### src/rtl/tccm_regs.vh
`ifndef TCCM_REGS_VH
`define TCCM_REGS_VH

// register byte offsets
`define TCCM_OFS_MODE      8'h20
`define TCCM_OFS_CMP       8'h24
`define TCCM_OFS_CTRL      8'h28
`define TCCM_OFS_STAT      8'h2c
`define TCCM_OFS_CAPV      8'h30
`define TCCM_OFS_ACT       8'h34

// reset values
`define TCCM_MODE_RST      8'h00
`define TCCM_CMP_RST       16'h0000
`define TCCM_CTRL_RST      3'h0

// mode control fields, both directions
`define TCCM_DIR_LSB       0
`define TCCM_DIR_MSB       1
`define TCCM_FAST_BIT      2
`define TCCM_PRE_BIT       3
`define TCCM_OCM_LSB       4
`define TCCM_OCM_MSB       6
`define TCCM_CLR_BIT       7
`define TCCM_PSC_LSB       2
`define TCCM_PSC_MSB       3
`define TCCM_FILT_LSB      4
`define TCCM_FILT_MSB      7

// control and status fields
`define TCCM_EN_BIT        0
`define TCCM_PROT_LSB      1
`define TCCM_PROT_MSB      2
`define TCCM_ST_REF_BIT    0
`define TCCM_ST_CAPF_BIT   1
`define TCCM_ST_DIR_LSB    2
`define TCCM_ST_DIR_MSB    3

// direction codes
`define TCCM_DIR_OUT       2'h0
`define TCCM_DIR_TI1       2'h1
`define TCCM_DIR_TI2       2'h2
`define TCCM_DIR_TRC       2'h3

// compare mode codes
`define TCCM_OCM_FRZ       3'h0
`define TCCM_OCM_HIGH      3'h1
`define TCCM_OCM_LOW       3'h2
`define TCCM_OCM_TOG       3'h3
`define TCCM_OCM_FLOW      3'h4
`define TCCM_OCM_PWM1      3'h5
`define TCCM_OCM_RSVD      3'h6
`define TCCM_OCM_PWM2      3'h7

`define TCCM_PROT_LOCK     2'h3
`define TCCM_HTRANS_NSEQ   1'b1
`define TCCM_CNT_W         16

`endif

### src/rtl/tccm_top.v
// How it works
// - direction field 00 makes a compare output, anything else capture.
// - capture source: 01 input one, 10 input two, 11 internal trigger.
// - other mode bits are decoded according to the current direction.
// - fast enable lets a trigger event act on the reference at once.
// - preload off: a compare value write takes effect immediately.
// - preload on: a compare value write waits for the update event.
// - protection level 3 in compare locks preload bit and mode field.
// - mode 000 freezes the reference against matches.
// - mode 001 drives the reference high on a match.
// - mode 010 drives the reference low on a match.
// - mode 011 toggles the reference on each match.
// - mode 100 forces the reference low.
// - PWM mode 1: high while counter below compare value, else low.
// - PWM mode 2: high while counter above compare value, else low.
// - PWM level follows the compare result every cycle, so any mode switch or a lifted clear shows at once.
// - clear enable forces the reference low while external trigger high.
// - capture prescale takes every 1, 2, 4 or 8 input events.
`include "tccm_regs.vh"

module tccm_top
(
   // clock and reset
   input  wire        sys_clk,
   input  wire        rst_n,
   // ahb-lite slave
   input  wire        hsel,
   input  wire [31:0] haddr,
   input  wire [1:0]  htrans,
   input  wire        hwrite,
   input  wire [2:0]  hsize,
   input  wire [31:0] hwdata,
   input  wire        hready,
   output wire        hreadyout,
   output wire        hresp,
   output reg  [31:0] hrdata,
   // timer core side
   input  wire [15:0] counter,
   input  wire        update_evt,
   input  wire        trigger_evt,
   input  wire        internal_trigger_active,
   input  wire        filtered_external_trigger,
   input  wire        timer_input_one,
   input  wire        timer_input_two,
   input  wire        internal_trigger_source,
   // channel outputs
   output reg         channel_reference_output,
   output reg         capture_pulse
);

   // bus registers
   reg         ph_wr_r;
   reg         ph_rd_r;
   reg  [7:0]  ph_addr_r;
   reg         rd_wait_r;
   reg  [31:0] rd_mux;

   // software registers
   reg  [7:0]  mode_r;
   reg  [7:0]  mode_nxt;
   reg  [15:0] cmp_buf_r;
   reg  [15:0] cmp_act_r;
   reg  [15:0] cmp_act_nxt;
   reg         chan_en_r;
   reg  [1:0]  prot_r;
   reg         cap_flag_r;
   reg  [15:0] cap_val_r;

   // compare state
   reg         ref_nxt;

   // capture state
   reg         src_prev_r;
   reg         src_lvl;
   reg  [1:0]  psc_prev_r;
   wire        src_edge;
   wire        psc_clr;
   wire        psc_cap;

   wire        addr_ok;
   wire        wr_en;
   wire [1:0]  dir;
   wire        out_dir;
   wire        fast_en;
   wire        pre_en;
   wire [2:0]  ocm;
   wire        clr_en;
   wire [1:0]  psc;
   wire        match;
   wire        fast_trig;
   wire        cmp_lt;
   wire        cmp_gt;
   wire        pwm_lvl;
   wire        wr_cmp;
   wire        wr_stat;

   // ---------------------------------------------------------------
   // ahb-lite: writes finish with no wait, reads add one wait state
   // so that a read right behind a write sees the new value
   // ---------------------------------------------------------------
   assign addr_ok   = hsel && hready && htrans[1] == `TCCM_HTRANS_NSEQ;
   assign hreadyout = !rd_wait_r;
   assign hresp     = 1'b0;
   assign wr_en     = ph_wr_r;

   always @(posedge sys_clk)
   begin
      if (!rst_n)
      begin
         ph_wr_r   <= 1'b0;
         ph_rd_r   <= 1'b0;
         ph_addr_r <= 8'h00;
         rd_wait_r <= 1'b0;
         hrdata    <= 32'h00000000;
      end
      else
      begin
         if (hready)
         begin
            ph_wr_r   <= addr_ok && hwrite;
            ph_rd_r   <= addr_ok && !hwrite;
            rd_wait_r <= addr_ok && !hwrite;
            ph_addr_r <= haddr[7:0];
         end
         else
            rd_wait_r <= 1'b0;
         if (rd_wait_r)
            hrdata <= rd_mux;
      end
   end

   // unmapped offsets read zero and ignore writes
   always @*
   begin
      rd_mux = 32'h00000000;
      case (ph_addr_r)
         `TCCM_OFS_MODE:
            rd_mux[7:0] = mode_r;
         `TCCM_OFS_CMP:
            rd_mux[15:0] = cmp_buf_r;
         `TCCM_OFS_CTRL:
            rd_mux[2:0] = {prot_r, chan_en_r};
         `TCCM_OFS_STAT:
            rd_mux[3:0] = {dir, cap_flag_r, channel_reference_output};
         `TCCM_OFS_CAPV:
            rd_mux[15:0] = cap_val_r;
         `TCCM_OFS_ACT:
            rd_mux[15:0] = cmp_act_r;
         default:
            rd_mux = 32'h00000000;
      endcase
   end

   // ---------------------------------------------------------------
   // mode control register
   // ---------------------------------------------------------------
   assign dir     = mode_r[`TCCM_DIR_MSB:`TCCM_DIR_LSB];
   assign out_dir = (dir == `TCCM_DIR_OUT);
   // the same bits mean different things per direction
   assign fast_en = out_dir && mode_r[`TCCM_FAST_BIT];
   assign pre_en  = out_dir && mode_r[`TCCM_PRE_BIT];
   assign ocm     = mode_r[`TCCM_OCM_MSB:`TCCM_OCM_LSB];
   assign clr_en  = out_dir && mode_r[`TCCM_CLR_BIT];
   assign psc     = mode_r[`TCCM_PSC_MSB:`TCCM_PSC_LSB];

   always @*
   begin
      mode_nxt = mode_r;
      if (wr_en && ph_addr_r == `TCCM_OFS_MODE)
      begin
         mode_nxt = hwdata[7:0];
         if (chan_en_r)
            mode_nxt[`TCCM_DIR_MSB:`TCCM_DIR_LSB] = dir;
         if (prot_r == `TCCM_PROT_LOCK && out_dir)
         begin
            mode_nxt[`TCCM_PRE_BIT] = mode_r[`TCCM_PRE_BIT];
            mode_nxt[`TCCM_OCM_MSB:`TCCM_OCM_LSB] = ocm;
         end
      end
   end

   // ---------------------------------------------------------------
   // compare value: buffer and active copy
   // ---------------------------------------------------------------
   assign wr_cmp  = wr_en && ph_addr_r == `TCCM_OFS_CMP;
   assign wr_stat = wr_en && ph_addr_r == `TCCM_OFS_STAT;

   // pwm without preload relies on software using single pulse mode
   always @*
   begin
      cmp_act_nxt = cmp_act_r;
      if (wr_cmp && !pre_en)
         cmp_act_nxt = hwdata[15:0];
      else if (pre_en && update_evt)
         cmp_act_nxt = wr_cmp ? hwdata[15:0] : cmp_buf_r;
   end

   always @(posedge sys_clk)
   begin
      if (!rst_n)
      begin
         mode_r    <= `TCCM_MODE_RST;
         cmp_buf_r <= `TCCM_CMP_RST;
         cmp_act_r <= `TCCM_CMP_RST;
         chan_en_r <= 1'b0;
         prot_r    <= 2'h0;
      end
      else
      begin
         mode_r    <= mode_nxt;
         cmp_act_r <= cmp_act_nxt;
         if (wr_cmp)
            cmp_buf_r <= hwdata[15:0];
         if (wr_en && ph_addr_r == `TCCM_OFS_CTRL)
         begin
            chan_en_r <= hwdata[`TCCM_EN_BIT];
            prot_r    <= hwdata[`TCCM_PROT_MSB:`TCCM_PROT_LSB];
         end
      end
   end

   // ---------------------------------------------------------------
   // reference output
   // ---------------------------------------------------------------
   assign match     = (counter == cmp_act_r);
   assign fast_trig = fast_en && trigger_evt;
   assign cmp_lt    = (counter < cmp_act_r);
   assign cmp_gt    = (counter > cmp_act_r);
   // the level is worked out afresh each cycle, so a lifted clear or a
   // mode switch lands at once instead of waiting for the next crossing
   assign pwm_lvl   = (ocm == `TCCM_OCM_PWM1) ? cmp_lt : cmp_gt;

   always @*
   begin
      ref_nxt = channel_reference_output;
      if (!out_dir)
         ref_nxt = 1'b0;
      else
      begin
         case (ocm)
            `TCCM_OCM_FRZ:
               ref_nxt = channel_reference_output;
            `TCCM_OCM_HIGH:
               if (match || fast_trig)
                  ref_nxt = 1'b1;
            `TCCM_OCM_LOW:
               if (match || fast_trig)
                  ref_nxt = 1'b0;
            `TCCM_OCM_TOG:
               if (match || fast_trig)
                  ref_nxt = !channel_reference_output;
            `TCCM_OCM_FLOW:
               ref_nxt = 1'b0;
            `TCCM_OCM_PWM1:
            begin
               ref_nxt = pwm_lvl;
               if (fast_trig)
                  ref_nxt = 1'b1;
            end
            `TCCM_OCM_PWM2:
            begin
               ref_nxt = pwm_lvl;
               if (fast_trig)
                  ref_nxt = 1'b0;
            end
            `TCCM_OCM_RSVD:
               ref_nxt = channel_reference_output;
            default:
               ref_nxt = channel_reference_output;
         endcase
         // clear has the last word over every mode
         if (clr_en && filtered_external_trigger)
            ref_nxt = 1'b0;
      end
   end

   always @(posedge sys_clk)
   begin
      if (!rst_n)
      begin
         channel_reference_output <= 1'b0;
      end
      else
      begin
         channel_reference_output <= ref_nxt;
      end
   end

   // ---------------------------------------------------------------
   // capture path
   // ---------------------------------------------------------------
   always @*
   begin
      case (dir)
         `TCCM_DIR_TI1:
            src_lvl = timer_input_one;
         `TCCM_DIR_TI2:
            src_lvl = timer_input_two;
         `TCCM_DIR_TRC:
            src_lvl = internal_trigger_source
                      && internal_trigger_active;
         default:
            src_lvl = 1'b0;
      endcase
   end

   assign src_edge = src_lvl && !src_prev_r;
   // restart the count when the prescale changes or capture stops
   assign psc_clr  = !chan_en_r || out_dir || (psc != psc_prev_r);

   tccm_psc u_psc
   (
      .sys_clk (sys_clk),
      .rst_n   (rst_n),
      .clr     (psc_clr),
      .psc     (psc),
      .evt     (src_edge),
      .cap     (psc_cap)
   );

   always @(posedge sys_clk)
   begin
      if (!rst_n)
      begin
         src_prev_r    <= 1'b0;
         psc_prev_r    <= 2'h0;
         cap_flag_r    <= 1'b0;
         cap_val_r     <= 16'h0000;
         capture_pulse <= 1'b0;
      end
      else
      begin
         src_prev_r    <= src_lvl;
         psc_prev_r    <= psc;
         capture_pulse <= psc_cap;
         if (psc_cap)
            cap_val_r <= counter;
         // a new capture beats a clear in the same cycle
         if (psc_cap)
            cap_flag_r <= 1'b1;
         else if (wr_stat && hwdata[`TCCM_ST_CAPF_BIT])
            cap_flag_r <= 1'b0;
      end
   end

endmodule

### src/rtl/tccm_psc.v
module tccm_psc
(
   // clock and reset
   input  wire       sys_clk,
   input  wire       rst_n,
   // control
   input  wire       clr,
   input  wire [1:0] psc,
   // events
   input  wire       evt,
   output reg        cap
);

   reg  [2:0] cnt_r;
   reg  [2:0] cnt_nxt;
   wire [2:0] last;

   // 1, 2, 4 or 8 events per capture
   assign last = (3'h1 << psc) - 3'h1;

   always @*
   begin
      cnt_nxt = cnt_r;
      if (clr)
         cnt_nxt = 3'h0;
      else if (evt)
         cnt_nxt = (cnt_r == last) ? 3'h0 : cnt_r + 3'h1;
   end

   always @(posedge sys_clk)
   begin
      if (!rst_n)
      begin
         cnt_r <= 3'h0;
         cap   <= 1'b0;
      end
      else
      begin
         cnt_r <= cnt_nxt;
         cap   <= !clr && evt && (cnt_r == last);
      end
   end

endmodule

### config.mk
export PLATFORM = sky130hd
export DESIGN_NAME = tccm_top
export DESIGN_NICKNAME = d
export VERILOG_FILES = /design/src/rtl/tccm_top.v /design/src/rtl/tccm_psc.v
export VERILOG_INCLUDE_DIRS = /design/src /design/src/rtl
export SDC_FILE = /design/constraint.sdc
export NUM_CORES = 1
export LEC_CHECK = 0
export ABC_AREA = 1
export BUFFER_PORTS_ARGS = -buffer_cell sky130_fd_sc_hd__buf_2
export CAP_MARGIN = 40
export CORE_MARGIN = 2
export CORE_UTILIZATION = 49
export DETAILED_ROUTE_END_ITERATION = 16
export PLACE_DENSITY = 0.76
export SYNTH_ARGS = -nofsm -noshare
export SYNTH_HDL_FRONTEND = slang
export SYNTH_SLANG_ARGS = --single-unit
### constraint.sdc
create_clock -name sys_clk -period 1.9 [get_ports sys_clk]
set_clock_uncertainty 0.05 [all_clocks]
set_input_delay 0.19 -clock sys_clk [delete_from_list [all_inputs] [get_ports sys_clk]]
set_output_delay 0.19 -clock sys_clk [all_outputs]
set_load 0.02 [all_outputs]
Word-level counts from Yosys, hierarchy flattened:

Cells that the tools add are included.

* flip-flop bits (word level): 95
* logic and storage cells: 112

* add/sub/neg operators: 2
* $lt $le $gt $ge: 2
* equality and inequality tests: 23
* shifts and indexed selects: 1
* mux-type cells: 18
* bitwise gates (word level): 5
* reductions and logical operators: 42

Operators by type and width (number)
* 8-bit by 6-bit equality test with 1-bit output (second input constant): 6
* 16-bit 2-to-1 mux: 3
* 8-bit case mux with 3 select lines: 1
* 1-bit logical AND: 21
* 3-bit case mux with 6 select lines: 1
* 16-bit equality test: 1
* 16-bit > comparator: 1
* 16-bit less-than comparator: 1
* 4-bit case mux with 4 select lines: 1
* 3-bit equality test (second input constant): 4
* 1-bit 2-to-1 mux: 8
* 1-bit logical NOT: 7
* 2-bit equality test (second input constant): 3
* 3-bit by 2-bit equality test with 1-bit output (second input constant): 2
* 2-bit != test (second input constant): 3
* 1-bit case mux with 6 select lines: 1
* 2-bit AND reduction: 3
* 1-bit NOT: 5
* 1-bit case mux with 5 select lines: 1
* 4-bit AND reduction: 1
* 2-bit nonzero test: 2
* 2-bit OR reduction: 2
* 3-bit by 1-bit adder with 3-bit output (second input constant): 1
* 3-bit by 1-bit equality test with 1-bit output (second input constant): 1
* other kinds (11): 13

Longest topological paths before layout:

* word-level depth: 6
* gate-level depth with buffers: 13
* gate-level depth less buffers: 13

Cells and area by module:

Synthesis repeated with hierarchy kept, for this count alone.

* cells, all modules: 621
* area total of the unflattened synthesis: 4603.2 um^2

By module, submodules not included
* tccm_top: times used 1, cells each 590, area each 4386.7 um^2
* tccm_psc: times used 1, cells each 31, area each 216.5 um^2

Least setup slack after synthesis:

No wires, ideal clock.

* path type: register -> register
* start: reg cmp_act_r[15]
* end: reg channel_reference_output
* setup time: 70 ps
* arrival: 1361 ps
* required time: 1780 ps
* path slack: 419 ps
* stages on the path, launching flop included: 13
* path buffers: 0
* cell sequence: dfxtp_1 inv_1 ha_1 nand2_1 nor2_1 inv_1 nor3_1 nand2_1 nand2_1 nand2_1 nand3_1 nand2_1 a21oi_1

* word-level cells in the longest chain between the ends: 4

Ends and longest elaborated chain
* start, declared: line tccm_top.v:62 `reg [15:0] cmp_act_r;`
* start signal, assigned: line tccm_top.v:204 `` cmp_act_r <= `TCCM_CMP_RST; ``
* start signal, assigned: line tccm_top.v:211 `cmp_act_r <= cmp_act_nxt;`
* 16-bit > comparator, or another cell as far along: line tccm_top.v:228 `assign cmp_gt = (counter > cmp_act_r);`
* 1-bit 2-to-1 mux or 1-bit logical OR (tied branches)
* 1-bit 2-to-1 mux, or another cell as far along: line tccm_top.v:263 `if (fast_trig)`
* 1-bit case mux with 6 select lines or 4-bit AND reduction (tied branches)
* end signal, assigned: line tccm_top.v:285 `channel_reference_output <= ref_nxt;`
* end, declared: line tccm_top.v:47 `output reg channel_reference_output,`

Several ways; a longest one is shown, not always the timed one.
A chain may end at the register's enable or synchronous reset.

Worst setup path in the final report:

* start: reg rd_wait_r
* end: out hreadyout

* word-level cells in the longest chain between the ends: 1

Ends and longest elaborated chain
* start, declared: line tccm_top.v:55 `reg rd_wait_r;`
* start signal, assigned: line tccm_top.v:122 `rd_wait_r <= addr_ok && !hwrite;`
* 1-bit logical NOT: line tccm_top.v:102 `assign hreadyout = !rd_wait_r;`
* end, declared: line tccm_top.v:34 `output wire hreadyout,`

Every way passes these cells.

==> impl_metrics.py <==
metrics = {
    "worst_setup_path": {
        "path_cells": "clkinvlp_4 > buf_2",
        "worst-setup-path-type": "flip-flop to output pin",
        "largest_driver_fanout_on_the_critical_path": 10,
        "worstPathRequired_ns": 1.66,
        "critical_path.n_buffers_inverters": 2,
        "crit_path_start_kind": "flip-flop",
        "critical-path-top-delay-family": "flip-flops",
        "crit_path_end_kind": "output pin",
        "critPathSlowestCell": "dfxtp_1",
        "max_stage_delay_ns": 0.63,
        "worst-endpoint-arrival_ns": 1.50,
    },
    "grt": {
        "gr-total-overflow": 0,
        "grt_max_degree": 42,
        "first_global_vias": 4066,
        "grt_first_pass_wirelength_mm": 18.8,
        "track_usage_pct": 23.4,
        "antenna_found_initial": 0,
    },
    "placement": {
        "placement.io_buffers": 71,
        "postPlaceCellArea_sq_mm": 0.00504,
        "dp.final_hpwl_mm": 8.31,
        "rd_place_congestion": 0.821,
    },
    "synthesis": {
        "ys_async_sr_fraction_pct": 0,
        "average_cell_area_after_synthesis_sq_um": 7.37,
        "synth_edf_count": 0,
        "yosysMostFrequentCell": "nand2_1",
        "yosysWarnings": 0,
        "synthDistinctLibCells": 40,
        "yosys.area.top_type": "dfxtp_1",
        "post_synth_most_frequent_cells": "nand2_1 (104), dfxtp_1 (95), inv_1 (84)",
        "synth_largest_type_area_fraction_pct": 41.1,
        "synth.ff_latch_count": 95,
        "synth.area.top_cells": "dfxtp_1 (41%), nand2_1 (8.4%), inv_1 (6.8%), nor2_1 (6.7%), o21ai_0 (5.6%)",
        "yosysSeqAreaShare_pct": 41.1,
        "netlist_area_sq_mm": 0.00463,
        "ys_dominant_reg_cell": "dfxtp_1",
        "post_synth_inst_count": 628,
    },
    "floorplanning": {
        "initial_utilization_pct": 50.3,
        "fp-row-count": 35,
        "die-area_sq_mm": 0.0102,
        "die_width_um": 101,
        "placeableCoreArea_sq_mm": 0.00920,
        "io_pins": 133,
        "die_h_um": 101,
    },
    "power": {
        "power_leakage_nw": 2.32,
        "power_mw": 3.75,
        "max-vdd-ir-drop_uv": 462,
        "power_density_over_the_cells_mw_per_mm2": 707,
    },
    "cts": {
        "numCtsBuffers": 9,
        "worst_skew_late_latency_ns": 0.37,
        "cts_max_path_buffers": 2,
        "cts.sink_count": 95,
        "clock_tree.htree_level_count": 3,
        "clock-root-buffer": "clkbuf_8",
        "clock_transition_at_the_registers_of_the_reported_paths_ns": 0.09,
        "tritoncts": "yes",
    },
    "drt": {
        "wl_mm": 11.6,
        "remaining_drc_errors": 0,
        "detailedRoute.firstIterationViolations": 190,
        "postRouteAntennaNets": 0,
        "routed-via-count": 4320,
        "detail_route.vias_per_cell": 5.28,
        "drt_first_pass_iters": 5,
        "routed_wire_length_per_instance_um": 14.1,
    },
    "timing": {
        "timing.final.max_slew_violations": 0,
        "setup-tns-final_ns": 0,
        "grt_setup_unrepaired": "no",
        "tightest_hold_margin_ns": 0.00665,
        "finalHoldViolCount": 0,
        "final_critical_path_share_of_the_clock_period_pct": 91.6,
        "max_freq_mhz": 574,
        "post-route-min-period_ns": 1.74,
        "final-setup-viol-count": 0,
        "max_slew_margin_pct": 56.1,
        "timing_worst_slew_pin_value_ns": 0.658,
    },
    "cells_and_area": {
        "syn_to_final_growth_pct": 14.8,
        "ratio_of_cells_with_drive_above_1_in_the_final_layout_pct": 20.1,
        "final_area_sq_mm": 0.00531,
        "fin_nets": 816,
        "num_antenna_cells": 0,
    },
    "flow_run": {
        "max_cap_viol_count": 0,
    },
    "status": {
        "run_status": "finished, final reports clean",
    },
    "hold_path": {
        "holdCritPathClass": "primary input to flip-flop",
    },
}
## repair_timing
item / in CTS / in global routing
setup endpoints to repair: 0 / 2
setup buffers: 0 / 5
hold endpoints to repair: 1 / 0
gates resized for setup: 0 / 4
hold buffers: 1 / 0
## worst reg2reg max path, stage by stage (launching register included)
cell and delay (ns):
dfxtp_1 0.36, inv_1 0.07, ha_1 0.27, nand2_1 0.07
nor2_2 0.15, inv_1 0.08, a21oi_1 0.13, nor2_1 0.09
nand2_1 0.08, nand2_1 0.06, nand3_1 0.06, nand2_1 0.05
a21oi_1 0.12
## flip-flops by register name, summed over array words and instances (netlist names), 2 cells and up
signal       cells
cap_val_r       16
hrdata          16
u_psc.cnt_r      3
cmp_buf_r       16
mode_r           8
prot_r           2
ph_addr_r        8
psc_prev_r       2
cmp_act_r       16
## placed cells by master, fill, tap and decap left out, drive strengths merged
cell	instances
nand2	106
dfxtp	95
nor2	91
inv	89
buf	89
o21ai	66
a21oi	49
ha	17
conb	17
a211oi	16
nand3	14
o22ai	11
clkbuf	10
o221ai	7
nor3	5
clkinv	5
nand4	3
xnor2	2
o211ai	2
o2111ai	2
bufinv	2
o31ai	2
clkinvlp	1
or2	1
nor4	1
xor2	1
o21bai	1
a31oi	1
dlygate4sd3	1
## cell families after synthesis
| group | synth area share, % |
|---|---|
| AOI/OAI and AO/OA | 21.0 |
| adders and majority gates | 4.59 |
| and+or+nand+nor | 19.8 |
| buffers and inverters | 12.9 |
| other | 0.0810 |
| DFF | 41.1 |
| xor gates and xnor gates | 0.568 |
## stage by stage
stage	util, %	setup slack [ns]	cells
finish	57.8	0.159	818
global route	57.8	0.0229	818
CTS	57.2	0.0602	813
detailed placement	54.8	0.118	796
global placement	54.8	0.172	796
floorplan	-	0.419	644
## layer usage
layer	vias to the layer above	share of wire (%)	global-route usage, %
li1	2149	-	-
met1	2004	45	30.4
met2	145	48	39.4
met3	22	6.1	3.93
met4	0	1.8	8.42
met5	-	0	0
## path summary, 6_finish.rpt
path                              startpoint  slack (ns)                                    end  depth (start not counted)
hold / removal                      haddr[5]       0.007              ph_addr_r[5]$_SDFFE_PN0P_                          3
setup reg to reg  cmp_act_r[14]$_SDFFE_PN0P_        0.20  channel_reference_output$_SDFFE_PP0P_                         12
setup / recovery        rd_wait_r$_SDFF_PN0_        0.16                              hreadyout                          2
hold reg to reg    ph_addr_r[7]$_SDFFE_PN0P_        0.41              ph_addr_r[7]$_SDFFE_PN0P_                          2
## power breakdown
part / leakage, nW / switching (mW) / internal (mW) / total [mW]
Sequential: 0.768 / 0.0115 / 2.01 / 2.02
Clock: 0.110 / 0.718 / 0.740 / 1.46
Combinational: 1.44 / 0.183 / 0.0963 / 0.279
## layout make-up
| class | instances | area (sq um) |
|---|---|---|
| multi-input combinational | 415 | 2200 |
| sequential | 95 | 1900 |
| tap | 111 | 139 |
| fill | 865 | 3880 |
| inverter | 91 | 347 |
| clock buffer | 10 | 128 |
| clock inverter | 6 | 83.8 |
| timing repair buffer | 90 | 513 |
Power figures use the tool's default switching activity.
